### src/dtc_pkg.sv
// shared constants and types for the dual down-counter timer
package dtc_pkg;

    // base clock and selectable source rates
    localparam int unsigned CLK_FREQ_KHZ = 100000;
    localparam int unsigned SRC_RATE0_KHZ = 26000;
    localparam int unsigned SRC_RATE1_KHZ = 13000;
    localparam int unsigned SRC_RATE2_KHZ = 6500;
    localparam int unsigned SRC_RATE3_KHZ = 3250;
    localparam int unsigned SRC_ACC_W = 17;

    // prescale terminal counts: divide by 1, 16, 256
    localparam logic [7:0] PRE_LIM_DIV1 = 8'h00;
    localparam logic [7:0] PRE_LIM_DIV16 = 8'h0f;
    localparam logic [7:0] PRE_LIM_DIV256 = 8'hff;

    localparam logic [31:0] CNT_MAX_32 = 32'hffffffff;
    localparam logic [31:0] CNT_MAX_16 = 32'h0000ffff;

    // register offsets within one counter's bank
    localparam logic [4:0] OFS_LOAD = 5'h00;
    localparam logic [4:0] OFS_VALUE = 5'h04;
    localparam logic [4:0] OFS_CTRL = 5'h08;
    localparam logic [4:0] OFS_CLR = 5'h0c;
    localparam logic [4:0] OFS_RAW = 5'h10;
    localparam logic [4:0] OFS_MASKED = 5'h14;
    localparam logic [4:0] OFS_BGLOAD = 5'h18;
    // bank bases and shared registers
    localparam logic [7:0] BANK_ONE = 8'h00;
    localparam logic [7:0] BANK_TWO = 8'h20;
    localparam logic [7:0] ADDR_GATE = 8'h40;
    localparam logic [7:0] ADDR_SRC = 8'h44;
    localparam int unsigned BANK_BIT = 5;

    // control field layout, bit 7 down to bit 0
    typedef struct packed {
        logic enable;
        logic periodic;
        logic irq_en;
        logic spare;
        logic [1:0] prescale;
        logic wide;
        logic single;
    } dtc_ctrl_s;

    localparam logic [7:0] CTRL_RESET = 8'h20;
    localparam logic [1:0] GATE_RESET = 2'h0;
    localparam logic [1:0] SRC_RESET = 2'h0;

    localparam logic [1:0] RESP_OKAY = 2'b00;
    localparam logic [1:0] RESP_SLVERR = 2'b10;

    typedef enum logic [1:0] {
        CNT_ACTIVE = 2'b01,
        CNT_HALTED = 2'b10
    } dtc_cnt_e;

endpackage

### src/dtc_srcgen.sv
// common source tick generator, fractional rate from the system clock
`timescale 1ns/1ps
`default_nettype none
module dtc_srcgen (
    input wire logic clk,
    input wire logic arst_n,
    input wire logic [1:0] src_sel,
    output logic src_tick_q
);
    localparam int unsigned AW = dtc_pkg::SRC_ACC_W;
    logic [AW-1:0] acc_q;
    logic [AW-1:0] inc;
    logic [AW:0] sum;

    always_comb
    begin
        unique case (src_sel)
            2'b00: inc = AW'(dtc_pkg::SRC_RATE0_KHZ); // RL1
            2'b01: inc = AW'(dtc_pkg::SRC_RATE1_KHZ);
            2'b10: inc = AW'(dtc_pkg::SRC_RATE2_KHZ);
            2'b11: inc = AW'(dtc_pkg::SRC_RATE3_KHZ);
        endcase
    end

    assign sum = {1'b0, acc_q} + {1'b0, inc};

    always_ff @(posedge clk or negedge arst_n)
    begin
        if (!arst_n)
        begin
            acc_q <= '0;
            src_tick_q <= 1'b0;
        end
        else if (sum >= (AW+1)'(dtc_pkg::CLK_FREQ_KHZ))
        begin
            acc_q <= AW'(sum - (AW+1)'(dtc_pkg::CLK_FREQ_KHZ));
            src_tick_q <= 1'b1;
        end
        else
        begin
            acc_q <= AW'(sum);
            src_tick_q <= 1'b0;
        end
    end

    a_tick_spacing: assert property (@(posedge clk) disable iff (!arst_n)
        src_tick_q |=> !src_tick_q) // RL1
        else $error("source tick closer than two cycles");
endmodule
`default_nettype wire

### src/dtc_counter.sv
// one down-counter with its prescaler, reload and expiry flag
`timescale 1ns/1ps
`default_nettype none
module dtc_counter (
    input wire logic clk,
    input wire logic arst_n,
    input wire logic src_tick,
    input wire dtc_pkg::dtc_ctrl_s ctrl,
    input wire logic gate,
    input wire logic load_wr,
    input wire logic bg_wr,
    input wire logic clr_wr,
    input wire logic [31:0] wr_data,
    output logic [31:0] count_q,
    output logic [31:0] reload_q,
    output logic raw_q
);
    dtc_pkg::dtc_cnt_e state_q;
    logic [7:0] pre_q;
    logic [7:0] pre_lim;
    logic [31:0] max_v;
    logic [31:0] cur;
    logic run;
    logic tick;
    logic zero;
    logic at_one;
    logic expire;

    always_comb
    begin
        unique case (ctrl.prescale)
            2'b00: pre_lim = dtc_pkg::PRE_LIM_DIV1; // RL3
            2'b01: pre_lim = dtc_pkg::PRE_LIM_DIV16; // RL4
            2'b10, 2'b11: pre_lim = dtc_pkg::PRE_LIM_DIV256; // RL4
        endcase
    end

    assign max_v = ctrl.wide ? dtc_pkg::CNT_MAX_32 : dtc_pkg::CNT_MAX_16; // RL12 RL13
    assign cur = count_q & max_v;
    assign zero = (cur == 32'h0);
    assign at_one = (cur == 32'h1);
    assign run = ctrl.enable && gate && (state_q == dtc_pkg::CNT_ACTIVE); // RL19
    assign tick = run && src_tick && (pre_q >= pre_lim); // RL2
    assign expire = tick && (at_one || (zero && ctrl.single)); // RL21

    always_ff @(posedge clk or negedge arst_n)
    begin
        if (!arst_n)
            pre_q <= 8'h00;
        else if (src_tick)
            pre_q <= (pre_q >= pre_lim) ? 8'h00 : pre_q + 8'h01; // RL2
    end

    always_ff @(posedge clk or negedge arst_n)
    begin
        if (!arst_n)
            state_q <= dtc_pkg::CNT_ACTIVE;
        else
        begin
            unique case (state_q)
                dtc_pkg::CNT_ACTIVE:
                    if (expire && ctrl.single && !load_wr)
                        state_q <= dtc_pkg::CNT_HALTED; // RL9 RL15
                dtc_pkg::CNT_HALTED:
                    if (load_wr || !ctrl.single)
                        state_q <= dtc_pkg::CNT_ACTIVE; // RL10 RL11
                default:
                    state_q <= dtc_pkg::CNT_ACTIVE;
            endcase
        end
    end

    always_ff @(posedge clk or negedge arst_n)
    begin
        if (!arst_n)
            count_q <= 32'h0;
        else if (load_wr)
            count_q <= wr_data & max_v; // RL18 RL24
        else if (tick)
        begin
            if (zero && !ctrl.single)
                count_q <= ctrl.periodic ? (reload_q & max_v) : max_v; // RL7 RL8 RL16
            else if (!zero)
                count_q <= cur - 32'h1; // RL17
        end
    end

    always_ff @(posedge clk or negedge arst_n)
    begin
        if (!arst_n)
            reload_q <= 32'h0;
        else if (load_wr || bg_wr)
            reload_q <= wr_data; // RL25
    end

    // set wins over a clear in the same cycle
    always_ff @(posedge clk or negedge arst_n)
    begin
        if (!arst_n)
            raw_q <= 1'b0;
        else
            raw_q <= expire || (raw_q && !clr_wr); // RL21 RL22
    end

    a_wrap_free: assert property (@(posedge clk) disable iff (!arst_n) // RL7
        tick && zero && !ctrl.single && !ctrl.periodic && !load_wr |=> count_q == $past(max_v))
        else $error("free-running counter did not wrap to maximum");
    a_periodic_reload: assert property (@(posedge clk) disable iff (!arst_n) // RL8
        tick && zero && !ctrl.single && ctrl.periodic && !load_wr |=> count_q == $past(reload_q & max_v))
        else $error("periodic counter did not reload");
    a_oneshot_halt: assert property (@(posedge clk) disable iff (!arst_n) // RL9
        expire && ctrl.single && !load_wr ##1 ctrl.single && !load_wr
        |=> !run ##1 ($stable(count_q) || $past(load_wr)))
        else $error("one-shot counter kept running after zero");
    a_stopped_holds: assert property (@(posedge clk) disable iff (!arst_n) // RL19
        !(ctrl.enable && gate) && !load_wr |=> $stable(count_q))
        else $error("counter moved while not enabled");
    c_oneshot_stop: cover property (@(posedge clk) disable iff (!arst_n)
        expire && ctrl.single);
endmodule
`default_nettype wire

### src/dtc_top.sv
// dual down-counter timer: axi4-lite register slave and two counters
//
// Contract
// RL1 - one two-bit field picks shared source rate
// RL2 - each counter prescales the source to ticks
// RL3 - prescale zero divides by one
// RL4 - prescale one/16, two/256, three/256
// RL5 - software enables clock gate before configuring
// RL6 - reset: interrupt enable set, rest zero
// RL7 - free-running default; wraps to maximum, flags
// RL8 - periodic mode reloads from reload value
// RL9 - one-shot flags once then halts
// RL10 - clearing one-shot bit resumes halted counter
// RL11 - reload write restarts one-shot counter
// RL12 - width bit selects 16 or 32 bits
// RL13 - width bit one means 32 bits
// RL14 - single-run and reload-mode bits choose mode
// RL15 - single-run bit one forces one-shot
// RL16 - reload mode zero free, one periodic
// RL17 - decrement by one per tick
// RL18 - reload write also loads current count
// RL19 - count needs run bit and gate bit
// RL20 - interrupt enable lets expiry reach masked
// RL21 - raw set always; masked is raw and enable
// RL22 - any clear-register write clears expiry
// RL23 - both masked expiries share one line
// RL24 - reload write restarts running counter immediately
// RL25 - background write changes reload only
//
// Local design decisions: the AXI4-Lite slave port and the placing of the registers.
`timescale 1ns/1ps
`default_nettype none
module dtc_top (
    input wire logic clk,
    input wire logic arst_n,
    input wire logic [7:0] awaddr,
    input wire logic awvalid,
    output logic awready,
    input wire logic [31:0] wdata,
    input wire logic [3:0] wstrb,
    input wire logic wvalid,
    output logic wready,
    output logic [1:0] bresp,
    output logic bvalid,
    input wire logic bready,
    input wire logic [7:0] araddr,
    input wire logic arvalid,
    output logic arready,
    output logic [31:0] rdata,
    output logic [1:0] rresp,
    output logic rvalid,
    input wire logic rready,
    output logic irq
);
    dtc_pkg::dtc_ctrl_s ctrl_q [2];
    logic [1:0] gate_q;
    logic [1:0] src_q;
    logic [31:0] count [2];
    logic [31:0] reload [2];
    logic [1:0] raw;
    logic [1:0] masked;
    logic [1:0] load_wr;
    logic [1:0] bg_wr;
    logic [1:0] clr_wr;
    logic [1:0] wr_bank;
    logic [31:0] wr_load [2];
    logic [31:0] wr_bg [2];
    logic [31:0] wr_val [2];
    logic src_tick;
    logic wr_fire;
    logic rd_fire;
    logic wr_hit;
    logic rd_hit;
    logic [4:0] wr_ofs;
    logic [4:0] rd_ofs;
    logic rd_bank;
    logic [31:0] rd_word;
    logic bvalid_q;
    logic [1:0] bresp_q;
    logic rvalid_q;
    logic [31:0] rdata_q;
    logic [1:0] rresp_q;

    localparam int unsigned BANK_BIT_L = dtc_pkg::BANK_BIT;
    localparam logic [7:0] BANK_ONE = dtc_pkg::BANK_ONE;
    localparam logic [7:0] BANK_TWO = dtc_pkg::BANK_TWO;

    // byte-lane merge for a partial write
    function automatic logic [31:0] dtc_merge(input logic [31:0] old, input logic [31:0] nw,
                                              input logic [3:0] strb);
        logic [31:0] res;
        res = old;
        for (int b = 0; b < 4; b++)
        begin
            if (strb[b])
                res[8*b +: 8] = nw[8*b +: 8];
        end
        return res;
    endfunction

    // write channel: both address and data must be offered before either is taken
    assign wr_fire = awvalid && wvalid && !bvalid_q;
    assign awready = wr_fire;
    assign wready = wr_fire;
    assign wr_ofs = {awaddr[4:2], 2'b00};
    assign wr_bank[0] = (awaddr[7:6] == 2'b00) && (awaddr[BANK_BIT_L] == BANK_ONE[BANK_BIT_L]);
    assign wr_bank[1] = (awaddr[7:6] == 2'b00) && (awaddr[BANK_BIT_L] == BANK_TWO[BANK_BIT_L]);
    assign wr_hit = ((awaddr[7:6] == 2'b00) && (wr_ofs <= dtc_pkg::OFS_BGLOAD))
        || ({awaddr[7:2], 2'b00} == dtc_pkg::ADDR_GATE)
        || ({awaddr[7:2], 2'b00} == dtc_pkg::ADDR_SRC);

    always_ff @(posedge clk or negedge arst_n)
    begin
        if (!arst_n)
        begin
            bvalid_q <= 1'b0;
            bresp_q <= dtc_pkg::RESP_OKAY;
        end
        else if (wr_fire)
        begin
            bvalid_q <= 1'b1;
            bresp_q <= wr_hit ? dtc_pkg::RESP_OKAY : dtc_pkg::RESP_SLVERR;
        end
        else if (bready)
            bvalid_q <= 1'b0;
    end

    assign bvalid = bvalid_q;
    assign bresp = bresp_q;

    // read channel: one read outstanding, data registered
    assign rd_fire = arvalid && !rvalid_q;
    assign arready = !rvalid_q;
    assign rd_ofs = {araddr[4:2], 2'b00};
    assign rd_bank = araddr[BANK_BIT_L];

    always_comb
    begin
        rd_word = 32'h0;
        rd_hit = 1'b1;
        if (araddr[7:6] == 2'b00)
        begin
            unique case (rd_ofs)
                dtc_pkg::OFS_LOAD: rd_word = reload[rd_bank];
                dtc_pkg::OFS_VALUE: rd_word = count[rd_bank];
                dtc_pkg::OFS_CTRL: rd_word = {24'h0, ctrl_q[rd_bank]};
                dtc_pkg::OFS_CLR: rd_word = 32'h0;
                dtc_pkg::OFS_RAW: rd_word = {31'h0, raw[rd_bank]};
                dtc_pkg::OFS_MASKED: rd_word = {31'h0, masked[rd_bank]};
                dtc_pkg::OFS_BGLOAD: rd_word = reload[rd_bank];
                default: rd_hit = 1'b0;
            endcase
        end
        else if ({araddr[7:2], 2'b00} == dtc_pkg::ADDR_GATE)
            rd_word = {30'h0, gate_q};
        else if ({araddr[7:2], 2'b00} == dtc_pkg::ADDR_SRC)
            rd_word = {30'h0, src_q};
        else
            rd_hit = 1'b0;
    end

    always_ff @(posedge clk or negedge arst_n)
    begin
        if (!arst_n)
        begin
            rvalid_q <= 1'b0;
            rdata_q <= 32'h0;
            rresp_q <= dtc_pkg::RESP_OKAY;
        end
        else if (rd_fire)
        begin
            rvalid_q <= 1'b1;
            rdata_q <= rd_word;
            rresp_q <= rd_hit ? dtc_pkg::RESP_OKAY : dtc_pkg::RESP_SLVERR;
        end
        else if (rready)
            rvalid_q <= 1'b0;
    end

    assign rvalid = rvalid_q;
    assign rdata = rdata_q;
    assign rresp = rresp_q;

    // shared gate and source select
    always_ff @(posedge clk or negedge arst_n)
    begin
        if (!arst_n)
            gate_q <= dtc_pkg::GATE_RESET; // RL6
        else if (wr_fire && wstrb[0] && {awaddr[7:2], 2'b00} == dtc_pkg::ADDR_GATE)
            gate_q <= wdata[1:0]; // RL19
    end

    always_ff @(posedge clk or negedge arst_n)
    begin
        if (!arst_n)
            src_q <= dtc_pkg::SRC_RESET; // RL6
        else if (wr_fire && wstrb[0] && {awaddr[7:2], 2'b00} == dtc_pkg::ADDR_SRC)
            src_q <= wdata[1:0]; // RL1
    end

    dtc_srcgen u_srcgen (
        .clk(clk),
        .arst_n(arst_n),
        .src_sel(src_q),
        .src_tick_q(src_tick)
    );

    for (genvar i = 0; i < 2; i++)
    begin : g_cnt
        // per-counter control register, mode bits read by the counter
        always_ff @(posedge clk or negedge arst_n)
        begin
            if (!arst_n)
                ctrl_q[i] <= dtc_pkg::CTRL_RESET; // RL6
            else if (wr_fire && wr_bank[i] && wstrb[0] && wr_ofs == dtc_pkg::OFS_CTRL)
                ctrl_q[i] <= wdata[7:0]; // RL14
        end

        assign load_wr[i] = wr_fire && wr_bank[i] && (wr_ofs == dtc_pkg::OFS_LOAD) && (wstrb != 4'h0);
        assign bg_wr[i] = wr_fire && wr_bank[i] && (wr_ofs == dtc_pkg::OFS_BGLOAD) && (wstrb != 4'h0);
        assign clr_wr[i] = wr_fire && wr_bank[i] && (wr_ofs == dtc_pkg::OFS_CLR); // RL22
        assign wr_load[i] = dtc_merge(reload[i], wdata, wstrb);
        assign wr_bg[i] = dtc_merge(reload[i], wdata, wstrb);
        assign wr_val[i] = load_wr[i] ? wr_load[i] : wr_bg[i];

        dtc_counter u_cnt (
            .clk(clk),
            .arst_n(arst_n),
            .src_tick(src_tick),
            .ctrl(ctrl_q[i]),
            .gate(gate_q[i]),
            .load_wr(load_wr[i]),
            .bg_wr(bg_wr[i]),
            .clr_wr(clr_wr[i]),
            .wr_data(wr_val[i]),
            .count_q(count[i]),
            .reload_q(reload[i]),
            .raw_q(raw[i])
        );

        assign masked[i] = raw[i] && ctrl_q[i].irq_en; // RL20 RL21
    end

    assign irq = |masked; // RL23

    // assertions
    a_irq_follows_raw: assert property (@(posedge clk) disable iff (!arst_n) // RL23
        $rose(raw[0]) && ctrl_q[0].irq_en || $rose(raw[1]) && ctrl_q[1].irq_en |-> irq)
        else $error("enabled expiry did not raise the interrupt");
    a_masked_off: assert property (@(posedge clk) disable iff (!arst_n) // RL20
        !ctrl_q[0].irq_en && !ctrl_q[1].irq_en |-> !irq)
        else $error("interrupt raised with both enables clear");
    // an expiry in the clear cycle wins, so cycles that may expire are left out
    a_clear_drops: assert property (@(posedge clk) disable iff (!arst_n) // RL22
        clr_wr[0] && !(count[0][15:0] <= 16'h1 && ctrl_q[0].enable && gate_q[0])
        |=> !raw[0] && !masked[0])
        else $error("masked status left set after clear");
    a_clear_raw: assert property (@(posedge clk) disable iff (!arst_n) // RL22
        clr_wr[1] && !(count[1][15:0] <= 16'h1 && ctrl_q[1].enable && gate_q[1])
        |=> !raw[1])
        else $error("raw status not cleared by clear write");
    a_load_copies: assert property (@(posedge clk) disable iff (!arst_n) // RL18
        load_wr[0] && wstrb == 4'hf |=> count[0] == ($past(wdata) & (ctrl_q[0].wide ? 32'hffffffff : 32'h0000ffff)))
        else $error("reload write did not set current count");
    a_bg_untouched: assert property (@(posedge clk) disable iff (!arst_n) // RL25
        bg_wr[0] && !(ctrl_q[0].enable && gate_q[0]) |=> $stable(count[0]))
        else $error("background write changed current count");
    a_write_answer: assert property (@(posedge clk) disable iff (!arst_n)
        wr_fire |=> bvalid ##0 !awready)
        else $error("write not answered in one cycle");
    a_read_hold: assert property (@(posedge clk) disable iff (!arst_n)
        rvalid && !rready |=> rvalid && $stable(rdata))
        else $error("read data dropped before taken");
    c_irq_rise: cover property (@(posedge clk) disable iff (!arst_n) $rose(irq));
    c_periodic_expiry: cover property (@(posedge clk) disable iff (!arst_n)
        $rose(raw[1]) && ctrl_q[1].periodic);
    c_bg_then_expiry: cover property (@(posedge clk) disable iff (!arst_n)
        bg_wr[0] ##[1:1000] $rose(raw[0]));
endmodule
`default_nettype wire

### config.mk
export PLATFORM = sky130hd
export DESIGN_NAME = dtc_top
export DESIGN_NICKNAME = d
export VERILOG_FILES = /design/src/dtc_pkg.sv /design/src/dtc_srcgen.sv /design/src/dtc_counter.sv /design/src/dtc_top.sv
export SDC_FILE = /design/constraint.sdc
export NUM_CORES = 1
export LEC_CHECK = 0
export BUFFER_PORTS_ARGS = -buffer_cell sky130_fd_sc_hd__buf_4
export CAP_MARGIN = 20
export CELL_PAD_IN_SITES_DETAIL_PLACEMENT = 0
export CELL_PAD_IN_SITES_GLOBAL_PLACEMENT = 1
export CORE_ASPECT_RATIO = 1.2
export CORE_MARGIN = 2
export CORE_UTILIZATION = 40
export CTS_CLUSTER_SIZE = 24
export DETAILED_ROUTE_END_ITERATION = 7
export PLACE_DENSITY_LB_ADDON = 0.1
export SYNTH_ARGS = -nofsm -noshare
export SYNTH_HDL_FRONTEND = slang
export SYNTH_SLANG_ARGS = --single-unit
export TNS_END_PERCENT = 50
### constraint.sdc
create_clock -name clk -period 7.5 [get_ports clk]
set_clock_uncertainty 0.15 [all_clocks]
set_input_delay 0.375 -clock clk [delete_from_list [all_inputs] [get_ports clk]]
set_output_delay 0.375 -clock clk [all_outputs]
set_load 0.02 [all_outputs]
Word level (Yosys, flattened, before mapping)
Cells that the tools add are included.
{"block": "op_classes", "mux": 60, "order_cmp": 6, "n_reduce_logical": 88, "add_sub_neg": 6, "bitwise": 8, "n_eq_ne": 34}
{"cell": "$mux 32", "count": 19}
{"cell": "$and 32x32->32", "count": 6}
{"cell": "$pmux 32 s5", "count": 1}
{"cell": "$mux 8", "count": 13}
{"cell": "$pmux 17 s4", "count": 1}
{"cell": "$eq 32x1->1 const B", "count": 2}
{"cell": "$logic_not 32->1", "count": 2}
{"cell": "$sub 32x1->32 const B", "count": 2}
{"cell": "$pmux 8 s3", "count": 2}
{"cell": "$logic_and 1x1->1", "count": 47}
{"cell": "$eq 6x5->1 const B", "count": 4}
{"cell": "$add 17x17->18", "count": 1}
{"cell": "$ge 18x17->1 const B", "count": 1}
{"cell": "$mux 17", "count": 1}
{"cell": "$sub 17x17->17 const B", "count": 1}
{"cell": "$add 8x1->8 const B", "count": 2}
{"cell": "$eq 2x2->1 const B", "count": 8}
{"cell": "$ge 8x8->1", "count": 2}
{"cell": "$mux 2", "count": 8}
{"cell": "$mux 1", "count": 13}
{"cell": "$eq 3x2->1 const B", "count": 4}
{"cell": "$eq 3x3->1 const B", "count": 4}
{"cell": "$eq 2x1->1 const B", "count": 5}
{"cell": "$logic_not 2->1", "count": 5}
{"cell": "other kinds (18)", "count": 48}
{"block": "word_totals", "out_inout_bits": 42, "inputBits": 59, "register_bits": 226, "word_cells": 235}

Depth between registers and ports, before layout
Gate-level depths: netlist (run 1).
{"block": "depth", "depth_word": 10, "depth_mapped": 20, "depth_no_buf": 17}

Modules after synthesis
Synthesis (run 1) repeated with hierarchy kept, for this count alone.
{"block": "hier_totals", "hier_cells": 1755, "hier_area_um2": 15723.8}
{"mod": "dtc_counter", "cells_each": 527, "seq_area_each_um2": 1878.1, "n_inst": 2, "area_each_um2": 4732.0}
{"mod": "dtc_top", "cells_each": 500, "seq_area_each_um2": 1403.8, "n_inst": 1, "area_each_um2": 4451.8}
{"mod": "dtc_srcgen", "cells_each": 201, "seq_area_each_um2": 425.4, "n_inst": 1, "area_each_um2": 1808.0}

Worst setup path after synthesis (run 1)
OpenSTA, ideal clock, no wires.
{"block": "synth_timing", "path_kind": "register to register", "startpoint": "reg src_q[0]", "endpoint": "reg u_srcgen.acc_q[16]", "synth_period_minus_slack_ns": 3.946, "path_stages_with_launch": 21, "setup_ns": 0.080, "required_ns": 7.270, "setup_slack_ns": 3.554, "arrival_ns": 3.715, "path_buffers": 3, "path_cell_list": "dfrtp_1 inv_1 ha_1 buf_2 buf_2 inv_1 ha_1 buf_2 a31oi_1 o21ai_0 xnor2_1 inv_1 ha_1 nor2b_1 o2111ai_1 a21oi_1 o211a_1 o41a_4 nor2_4 inv_2 a31oi_4"}
{"block": "synth_between", "elab_chain_len": 5, "word_cells_on_any_way": 9, "cone_classes": "2 x add/sub; 1 x order compare; 3 x eq/ne; 2 x mux; 1 x reduce/logical"}
{"item": "from (decl)", "line_no": "dtc_top.sv:57", "source": "logic [1:0] src_q;"}
{"item": "from (signal assigned)", "line_no": "dtc_top.sv:196", "source": "src_q <= dtc_pkg::SRC_RESET;"}
{"item": "from (signal assigned)", "line_no": "dtc_top.sv:198", "source": "src_q <= wdata[1:0];"}
{"item": "$eq 2x2->1 (tied with other cells)", "line_no": "dtc_srcgen.sv:17", "source": "unique case (src_sel)"}
{"item": "$pmux 17 s4 (*)", "line_no": "dtc_srcgen.sv:17"}
{"item": "$add 17x17->18 (*)", "line_no": "dtc_srcgen.sv:25", "source": "assign sum = {1'b0, acc_q} + {1'b0, inc};"}
{"item": "$sub 17x17->17 / $ge 18x17->1 (equally long branches)", "line_no": "dtc_srcgen.sv:36, dtc_srcgen.sv:34"}
{"item": "$mux 17 (*)", "line_no": "dtc_srcgen.sv:34", "source": "else if (sum >= (AW+1)'(dtc_pkg::CLK_FREQ_KHZ))"}
{"item": "to (signal assigned)", "line_no": "dtc_srcgen.sv:36", "source": "acc_q <= AW'(sum - (AW+1)'(dtc_pkg::CLK_FREQ_KHZ));"}
{"item": "to (signal assigned)", "line_no": "dtc_srcgen.sv:41", "source": "acc_q <= AW'(sum);"}
{"item": "to (decl)", "line_no": "dtc_srcgen.sv:11", "source": "logic [AW-1:0] acc_q;"}
Mark *: on every way between the ends. The rest lies on a longest branch, timed or not. The select of a mux whose other input is x is not followed.
A chain may end at the register's enable or synchronous reset.

Final worst setup path (run 1)
{"block": "layout_timing", "startpoint": "reg src_q[1]", "endpoint": "reg u_srcgen.acc_q[16]"}
Same word-level chain as after synthesis.

==> impl_metrics.py, run 1 <==
metrics = {
    "outcome": {
        "status": "completed",
    },
    "cts": {
        "cts_tree": "done",
        "clock_path_buffers": 3,
        "numClockSinks": 223,
        "h-tree-depth": 1,
        "cts_setup_buffers": 0,
        "cts-root-buf": "clkbuf_16",
        "clkLatencyLatePin_ns": 0.56,
        "ctsResizeCount": 0,
        "cts_buffers": 27,
        "path_clk_slew_ns": 0.06,
    },
    "floorplanning": {
        "die_w_um": 180,
        "io_pins": 101,
        "coreArea_um2": 36700,
        "num_rows": 77,
        "die_h_um": 215,
        "die_area_um2": 38700,
        "initial_utilization_pct": 40.4,
    },
    "placed_design": {
        "place.detailed.hpwl_um": 36200,
        "io_buffer_count": 94,
        "gp_congestion": 0.844,
        "placed_area_um2": 15800,
    },
    "timing": {
        "max_slew_margin_pct": 23.6,
        "setup_violations": 0,
        "hold_violations": 0,
        "min_period_over_period_pct": 61.1,
        "totalNegativeSetupSlack_ns": 0,
        "finalMaxSlewViolations": 0,
        "fmax_mhz": 218,
        "rsz0062_at_grt": "false",
        "worst_pin_slew_ns": 1.14,
        "fin_crit_ns": 4.58,
    },
    "power_and_ir_drop": {
        "power.density_cell_area_nw_per_um2": 250,
        "p_sw_uw": 1520,
        "seqPwrFrac_pct": 35.4,
        "switching_share_pct": 35.5,
        "p_comb_share_pct": 31.6,
        "pwr-share-clk_pct": 33.0,
        "p_int_uw": 2760,
        "irDropWorstVdd_uv": 142,
        "p_leak_uw": 0.00725,
    },
    "routing": {
        "routed_via_density": 6.16,
        "drt-wirelength-per-cell_um": 24.2,
        "wirelength_um": 52700,
        "drc_errors": 0,
        "antenna_left": 0,
        "vias": 13400,
        "first_iter_violations": 964,
        "first_pass_iters": 5,
    },
    "finish": {
        "nets": 1781,
        "nFillCells": 3548,
        "layout-drive-gt1-share_pct": 16.9,
        "final_common_cell": "dfrtp_1",
        "antenna_cells": 0,
        "design_area_um2": 17100,
        "syn_to_final_growth_pct": 15.4,
        "mostFrequentLayoutCells": "219 x dfrtp_1, 123 x o21ai_0, 117 x buf_4",
    },
    "hold_path": {
        "holdPathStages": 3,
        "worstHoldStart": "wdata[1]",
        "hold_path.class": "in -> reg",
        "hold_path_end": "src_q[1]$_DFFE_PN0P_",
    },
    "yosys": {
        "yosysSeqAreaShare_pct": 37.6,
        "synth_area_um2": 14800,
        "ys_warn_count": 0,
        "netlist_instances": 1620,
        "syn_avg_cell_area_um2": 9.16,
        "synth_seq_cells": 223,
        "async_reset_ff_share_pct": 100,
        "synth_edf_count": 0,
        "synth_top_flop_cell": "dfrtp_1",
        "synth_cell_types": 96,
    },
    "global_route": {
        "grt_pass1_vias": 13000,
        "antenna_found_initial": 0,
        "grt_start_max_net_pins": 101,
        "grt_pass1_wl_um": 80700,
        "grt_overflow": 0,
        "grtUsageTotal_pct": 26.8,
    },
    "worst_setup_path": {
        "worstPathArrival_ns": 4.91,
        "crit_type": "reg -> reg",
        "cp_max_fo": 15,
        "r2r_start": "src_q[1]$_DFFE_PN0P_",
        "rr_endpoint": "u_srcgen.acc_q[16]$_DFF_PN0_",
        "r2r_slack_ns": 2.92,
        "reg2regPathDepth": 17,
        "worstSetupStartpointType": "flop",
        "required_ns": 7.82,
        "endpoint_kind": "flop",
    },
    "flow_run": {
        "max_cap_violations": 0,
    },
}
## routing by layer
layer,global-route usage [%],routed length [µm],vias up
li1,-,-,6238
met1,36.9,23600,6691
met2,44.8,25100,420
met3,2.24,2530,73
met4,8.05,1410,0
met5,0,0,-
## flip-flops by register name (all words and copies together), names as in the netlist
signal / cells
rresp: 1
u_srcgen.acc_q: 16
gate_q: 2
rdata: 32
g_cnt.u_cnt.raw_q: 2
bvalid: 1
g_cnt.u_cnt.count_q: 64
rvalid: 1
ctrl_q: 16
bresp: 1
g_cnt.u_cnt.reload_q: 64
u_srcgen.src_tick_q: 1
src_q: 2
g_cnt.u_cnt.state_q: 4
g_cnt.u_cnt.pre_q: 16
## synth_stat cells, types with 8 or more instances
cell type  instances  area share, %
a2111oi_0         13           0.77
a211oi_1          31            1.6
a21o_1            13           0.66
a21oi_1          111            3.7
a221oi_1          16           0.94
a22o_1            38            2.2
a22oi_1           17           0.86
a31oi_1           21           0.89
and3_1             8           0.34
buf_2             21           0.71
buf_4              9           0.46
clkbuf_1          83            2.1
dfrtp_1          219             37
ha_1              37            3.1
inv_1             59            1.5
mux2_2            86            6.5
mux2i_1           82            5.5
nand2_1           96            2.4
nand2b_1          17           0.72
nand3_1           40            1.3
nand4_1            8           0.34
nor2_1           111            2.8
nor2b_1           22           0.93
nor3_1            23           0.78
nor4_1            11           0.46
o211ai_1          13           0.66
o21a_1             8           0.40
o21ai_0          123            4.1
o21ai_1           12           0.40
o221ai_1          21            1.2
o22ai_1           41            1.7
o31ai_1           14           0.71
or2_2             13           0.55
or3_1             15           0.63
or4_1             11           0.56
xnor2_1           17            1.0
xor2_1            16           0.94
## metrics by stage
stage / util [%] / std cells / setup slack, ns / hold WS, ns / power, µW
after global placement: 43.1 / 2095 / 2.98 / 0.317 / 2840
after detailed placement: 43.1 / 2095 / 2.96 / 0.321 / 2860
after CTS: 46.6 / 2177 / 2.96 / 0.00100 / 4300
final: 46.7 / 2178 / 2.92 / 0.0242 / 4280
after global routing: 46.7 / 2178 / 2.59 / 0.0250 / 4530
after floorplan: - / 1621 / 3.55 / -0.0706 / 2480
## cells by family after synthesis
family                     Yosys count  share of synthesized area (%)
muxes                              168                           12.1
adders and majority gates           38                           3.25
xor gates and xnor gates            34                           2.06
other                                1                         0.0253
and+or+nand+nor                    414                           14.2
buffers and inverters              179                           5.09
AOI/OAI and AO/OA                  563                           25.7
DFF                                223                           37.6
## critical path, stage by stage (launching register included)
cell	delay, ns
dfrtp_1	0.40
inv_1	0.15
ha_1	0.61
inv_1	0.15
ha_1	0.43
a31oi_1	0.29
o21ai_0	0.24
xnor2_1	0.33
inv_1	0.11
ha_1	0.19
nor2b_1	0.12
o2111ai_1	0.10
a21oi_1	0.11
o211a_1	0.26
o41a_4	0.41
nor2_4	0.19
inv_2	0.10
a31oi_4	0.16
## power groups by stage
stage | clock (µW) | sequential, µW | combinational (µW)
2_1_floorplan | 0 | 1470 | 1010
3_3_place_gp | 0 | 1530 | 1310
3_5_place_dp | 0 | 1530 | 1320
4_1_cts | 1440 | 1510 | 1350
5_1_grt | 1490 | 1540 | 1510
6_report | 1410 | 1510 | 1350
## timing repair
item,4_1_cts,5_1_grt
hold endpoints to repair,159,0
endpoints found under the setup margin,0,0
hold buffers,33,0
## how the worst max path moves through the flow
stage / slack (ns) / startpoint / end
2_1_floorplan: 3.55 / src_q[0]$_DFFE_PN0P_ / u_srcgen.acc_q[16]$_DFF_PN0_
3_3_place_gp: 2.98 / src_q[0]$_DFFE_PN0P_ / u_srcgen.acc_q[16]$_DFF_PN0_
3_5_place_dp: 2.96 / src_q[0]$_DFFE_PN0P_ / u_srcgen.acc_q[16]$_DFF_PN0_
4_1_cts: 2.96 / src_q[1]$_DFFE_PN0P_ / u_srcgen.acc_q[16]$_DFF_PN0_
5_1_grt: 2.59 / src_q[1]$_DFFE_PN0P_ / u_srcgen.acc_q[16]$_DFF_PN0_
6_report: 2.92 / src_q[1]$_DFFE_PN0P_ / u_srcgen.acc_q[16]$_DFF_PN0_
## cell type report
cell class                      instances  area, µm²  share of cell area [%]
Multi-Input combinational cell       1219       8540                    49.8
Sequential cell                       223       5590                    32.6
Clock buffer                           43        806                    4.70
Inverter                               61        229                    1.34
Timing Repair Buffer                  152       1250                    7.30
Tap cell                              474        593                    3.46
Clock inverter                          6        130                   0.760
(Power assumes the default switching activity.)
==> run 2: changes to the inputs <==
==> constraint.sdc (replaced) <==
create_clock -name clk -period 4.5 [get_ports clk]
set_clock_uncertainty 0.15 [all_clocks]
set_input_delay 0.225 -clock clk [delete_from_list [all_inputs] [get_ports clk]]
set_output_delay 0.225 -clock clk [all_outputs]
set_load 0.02 [all_outputs]
==> run 2 against run 1 <==
  * Global-route usage fell by 0.33 points
  * Sequential share of layout area shrank 0.28 points
  * Count of clock-buffer cells in the layout shrank 1
  * Hold slack got worse by 0.021 ns
  * Register-to-register slack worse by 2.7 ns
  * Final cell count is 1.3% higher
  * Clock power grew 45%
  * First-iteration DRC count is 10% higher
  * Critical path depth stayed put
  * Sequential power increased by 67%
  * Cell area up 0.85%
==> impl_metrics.py, run 2 (synthesis gave the netlist of run 1 again) <==
metrics = {
    "outcome": {
        "status": "completed",
    },
    "finish": {
        "syn_to_final_growth_pct": 16.4,
        "nFillCells": 3564,
        "antenna_cells": 0,
        "nets": 1812,
        "final_common_cell": "dfrtp_1",
        "finalNonFillerCells": 2207,
        "mostFrequentLayoutCells": "219 x dfrtp_1, 136 x buf_4, 123 x o21ai_0",
        "design_area_um2": 17300,
        "layout-drive-gt1-share_pct": 17.6,
    },
    "power_and_ir_drop": {
        "p_comb_share_pct": 33.7,
        "p_int_uw": 4370,
        "irDropWorstVdd_uv": 289,
        "p_leak_uw": 0.00735,
        "seqPwrFrac_pct": 36.6,
        "pwr-share-clk_pct": 29.6,
        "p_sw_uw": 2510,
        "switching_share_pct": 36.4,
        "power.density_cell_area_nw_per_um2": 398,
    },
    "worst_setup_path": {
        "endpoint_kind": "flop",
        "cp_cell_sequence": "inv_1, ha_1, inv_1, fa_1, nand2b_1, o21ai_0, xnor2_1, inv_1, ha_1, nor2b_1, o2111ai_1, a21oi_1, o211a_1, o41a_4, nor2_4, inv_2, a31oi_4",
        "worstPathArrival_ns": 4.56,
        "slowest_stage": "dfrtp_1",
        "crit_type": "reg -> reg",
        "cp_max_fo": 9,
        "crit_top_cell": "inv_1",
        "r2r_slack_ns": 0.25,
        "required_ns": 4.81,
        "slowest_delay_ns": 0.42,
        "reg2regPathDepth": 17,
        "worstSetupStartpointType": "flop",
        "r2r_start": "src_q[0]$_DFFE_PN0P_",
        "rr_endpoint": "u_srcgen.acc_q[16]$_DFF_PN0_",
    },
    "global_route": {
        "grt_pass1_wl_um": 80300,
        "antenna_found_initial": 0,
        "grt_overflow": 0,
        "grt_start_max_net_pins": 120,
        "grt_pass1_vias": 13200,
        "grtUsageTotal_pct": 26.5,
    },
    "floorplanning": {
        "io_pins": 101,
        "num_rows": 77,
        "initial_utilization_pct": 40.4,
        "die_area_um2": 38700,
        "coreArea_um2": 36700,
        "die_w_um": 180,
        "die_h_um": 215,
    },
    "timing": {
        "setup_violations": 0,
        "layout_setup_ws_ns": 0.254,
        "rsz0062_at_grt": "false",
        "hold_violations": 0,
        "fmax_mhz": 235,
        "finalMaxSlewViolations": 0,
        "worst_pin_slew_ns": 0.989,
        "max_slew_margin_pct": 34.1,
        "min_period_over_period_pct": 94.4,
        "fin_crit_ns": 4.25,
        "totalNegativeSetupSlack_ns": 0,
    },
    "cts": {
        "cts_buffers": 26,
        "cts-root-buf": "clkbuf_16",
        "clock_path_buffers": 3,
        "h-tree-depth": 1,
        "numClockSinks": 223,
        "clkLatencyLatePin_ns": 0.55,
        "cts_tree": "done",
        "path_clk_slew_ns": 0.06,
        "cts_setup_buffers": 0,
    },
    "routing": {
        "vias": 13500,
        "first_pass_iters": 6,
        "antenna_left": 0,
        "drc_errors": 0,
        "first_iter_violations": 1063,
        "drt-wirelength-per-cell_um": 23.7,
        "routed_via_density": 6.10,
        "wirelength_um": 52200,
    },
    "flow_run": {
        "max_cap_violations": 0,
    },
    "placed_design": {
        "io_buffer_count": 94,
        "post-place-ws_ns": 0.282,
        "place.detailed.hpwl_um": 37300,
        "gp_congestion": 0.854,
        "dpl.cell_count": 2116,
        "placed_area_um2": 16000,
    },
    "hold_path": {
        "hold_path_end": "bresp[1]$_DFFE_PN0P_",
        "hold_path.class": "in -> reg",
        "holdPathStages": 4,
        "worstHoldStart": "wvalid",
    },
}
run 2: worst max path at each step:
stage / cells after the start / start / slack (ns) / to
after floorplan: 20 / src_q[0]$_DFFE_PN0P_ / 0.55 / u_srcgen.acc_q[16]$_DFF_PN0_
after global placement: 17 / src_q[0]$_DFFE_PN0P_ / 0.36 / u_srcgen.acc_q[16]$_DFF_PN0_
after detailed placement: 17 / src_q[0]$_DFFE_PN0P_ / 0.28 / u_srcgen.acc_q[16]$_DFF_PN0_
after CTS: 17 / src_q[0]$_DFFE_PN0P_ / 0.24 / u_srcgen.acc_q[16]$_DFF_PN0_
after global routing: 17 / src_q[0]$_DFFE_PN0P_ / 0.02 / u_srcgen.acc_q[16]$_DFF_PN0_
final: 17 / src_q[0]$_DFFE_PN0P_ / 0.25 / u_srcgen.acc_q[16]$_DFF_PN0_
run 2: what timing repair did:
action | CTS | global route
setup endpoints to repair | 0 | 0
gates resized for setup | 0 | 0
hold buffers | 45 | 0
endpoints found under the hold margin | 254 | 0
run 2: final cells by class:
cell class	count	area [µm²]	share of cell area, %
Inverter	61	229	1.33
Tap cell	474	593	3.43
Sequential cell	223	5590	32.3
Multi-Input combinational cell	1219	8540	49.4
Clock buffer	42	782	4.53
Timing Repair Buffer	184	1530	8.83
Clock inverter	4	20.0	0.116
run 2: worst max-delay path: cells and delay by family, from the launching register on:
family,cells,cell delay (ns)
DFF,1,0.42
and+or+nand+nor,3,0.51
adders and majority gates,3,0.97
buffers and inverters,4,0.50
xor gates and xnor gates,1,0.24
AOI/OAI and AO/OA,6,1.37
run 2: layer usage:
layer	part of all wire (%)	track usage, %	up-vias
li1	-	-	6292
met5	0	0	-
met3	5.2	3.54	87
met2	47	43.1	434
met1	44	35.6	6639
met4	3.9	10.5	0
run 2: power by group through the flow:
stage / Combinational [µW] / Sequential (µW) / Clock, µW
after global placement: 2250 / 2550 / 0
after detailed placement: 2270 / 2550 / 0
final: 2320 / 2520 / 2040
after floorplan: 1680 / 2440 / 0
after CTS: 2320 / 2520 / 2100
after global routing: 2550 / 2550 / 2180
run 2: through the flow:
stage | utilization, % | hold WS [ns] | total power (µW)
4_1_cts | 47.1 | 0.00148 | 6940
6_report | 47.1 | 0.00345 | 6880
5_1_grt | 47.1 | 0.0556 | 7290
2_1_floorplan | - | -0.221 | 4130
3_5_place_dp | 43.7 | 0.264 | 4820
3_3_place_gp | 43.7 | 0.254 | 4800
==> run 3: changes to the inputs <==
--- a/config.mk
+++ b/config.mk
@@ -14,6 +14,7 @@
 export CORE_UTILIZATION = 40
 export CTS_CLUSTER_SIZE = 24
 export DETAILED_ROUTE_END_ITERATION = 7
+export GPL_TIMING_DRIVEN = 0
 export PLACE_DENSITY_LB_ADDON = 0.1
 export SYNTH_ARGS = -nofsm -noshare
 export SYNTH_HDL_FRONTEND = slang
==> run 3 against run 2 <==
  * Die area unchanged
  * Highest routed layer unchanged
  * Hold slack improved by 0.040 ns
  * Critical path depth increased by 2
==> impl_metrics.py, run 3 (synthesis gave the netlist of run 1 again) <==
metrics = {
    "hold_path": {
        "hold_path.class": "in -> reg",
        "worstHoldStart": "awaddr[3]",
    },
    "placed_design": {
        "post-place-ws_ns": -0.250,
        "place.detailed.hpwl_um": 43700,
        "dpl.cell_count": 2187,
        "io_buffer_count": 89,
        "gp_congestion": 0.952,
    },
    "timing": {
        "whs_ns": 0.0438,
        "min_period_over_period_pct": 94.4,
        "fin_crit_ns": 4.25,
        "layout_setup_ws_ns": 0.251,
        "max_slew_margin_pct": 33.4,
        "finalMaxSlewViolations": 0,
        "hold_violations": 0,
        "fmax_mhz": 235,
        "worst_pin_slew_ns": 0.995,
        "setup_violations": 0,
    },
    "routing": {
        "wirelength_um": 58200,
        "routed_via_density": 6.20,
        "first_iter_violations": 1290,
        "first_pass_iters": 5,
        "drc_errors": 0,
        "antenna_left": 0,
        "vias": 14200,
        "drt-wirelength-per-cell_um": 25.4,
    },
    "floorplanning": {
        "num_rows": 77,
        "io_pins": 101,
        "initial_utilization_pct": 40.4,
        "die_h_um": 215,
        "die_area_um2": 38700,
        "coreArea_um2": 36700,
        "die_w_um": 180,
    },
    "power_and_ir_drop": {
        "irDropWorstVdd_uv": 297,
        "p_leak_uw": 0.00742,
        "power.density_cell_area_nw_per_um2": 410,
    },
    "worst_setup_path": {
        "r2r_start": "src_q[0]$_DFFE_PN0P_",
        "crit_start": "src_q[0]$_DFFE_PN0P_",
        "required_ns": 4.83,
        "endpoint_kind": "flop",
        "cp_max_fo": 15,
        "crit_type": "reg -> reg",
        "worstPathArrival_ns": 4.57,
        "worstSetupStartpointType": "flop",
    },
    "finish": {
        "final_common_cell": "dfrtp_1",
        "nets": 1890,
        "finalNonFillerCells": 2288,
        "mostFrequentLayoutCells": "217 x dfrtp_1, 121 x o21ai_0, 111 x nor2_1",
        "antenna_cells": 0,
        "syn_to_final_growth_pct": 18.7,
        "layout-drive-gt1-share_pct": 16.5,
        "nFillCells": 3553,
        "utilization_pct": 48.0,
    },
    "global_route": {
        "grt_start_max_net_pins": 113,
        "grt_overflow": 0,
        "grt_pass1_wl_um": 88800,
        "grtUsageTotal_pct": 29.8,
        "grt_pass1_vias": 14100,
        "antenna_found_initial": 0,
    },
    "cts": {
        "clkLatencyLatePin_ns": 0.58,
        "numClockSinks": 223,
        "cts_tree": "done",
        "h-tree-depth": 1,
        "cts-root-buf": "clkbuf_16",
        "clock_path_buffers": 3,
        "cts_buffers": 27,
        "path_clk_slew_ns": 0.06,
    },
    "flow_run": {
        "max_cap_violations": 0,
    },
    "outcome": {
        "status": "completed",
    },
}
[run 3: final timing paths]
path,end,slack [ns],cells after the start
hold reg to reg,rresp[1]$_DFFE_PN0P_,0.34,2
min in group asynchronous,u_srcgen.acc_q[4]$_DFF_PN0_,0.16,3
max in group asynchronous,g_cnt[0].u_cnt.count_q[26]$_DFFE_PN0P_,3.01,4
setup / recovery,u_srcgen.acc_q[16]$_DFF_PN0_,0.25,19
hold / removal,gate_q[1]$_DFFE_PN0P_,0.04,4
setup reg to reg,u_srcgen.acc_q[16]$_DFF_PN0_,0.25,19
[run 3: layout make-up]
cell class / count / area, µm² / share of cell area, %
Tap cell: 474 / 593 / 3.37
Clock buffer: 38 / 737 / 4.18
Sequential cell: 223 / 5590 / 31.7
Inverter: 61 / 229 / 1.30
Clock inverter: 12 / 159 / 0.902
Buffer: 117 / 531 / 3.01
Multi-Input combinational cell: 1219 / 8520 / 48.4
Timing Repair Buffer: 144 / 1250 / 7.10
[run 3: worst max-delay path: stages (launching register included)]
cell	delay, ns
dfrtp_2	0.43
inv_1	0.16
ha_1	0.27
buf_6	0.16
inv_1	0.09
ha_1	0.23
clkbuf_4	0.18
nor2_1	0.13
a21oi_2	0.10
and3_1	0.20
or2_2	0.31
ha_1	0.21
nor2b_1	0.14
o2111ai_1	0.14
a21oi_1	0.13
o211a_1	0.26
o41a_4	0.42
nor2_4	0.20
inv_2	0.10
a31oi_4	0.15
[run 3: power by group]
group,switching [µW],internal [µW]
Clock,936,1320
Sequential,269,2240
Combinational,1460,986
[run 3: metrics by stage]
stage	total power, µW	TNS (ns)	instance area (µm²)
after global routing	7640	-0.0174	17600
after detailed placement	4870	-1.98	16200
after floorplan	4130	0	14800
final	7220	0	17600
after global placement	4840	-1.59	16100
after CTS	7210	0	17600
[run 3: what timing repair did]
action,in CTS,in global routing
setup endpoints to repair,13,13
hold buffers,50,0
endpoints found under the hold margin,252,0
cloned,0,0
gates resized for setup,3,9
pin swaps,1,1
buffers inserted,1,1
[run 3: per-layer routing]
metal / vias to the layer above / share of wire, % / global-route usage [%]
met5: - / 0 / 0
met4: 0 / 4.8 / 13.6
li1: 6463 / - / -
met2: 572 / 45 / 47.3
met1: 7017 / 44 / 40.5
met3: 129 / 6.4 / 4.15
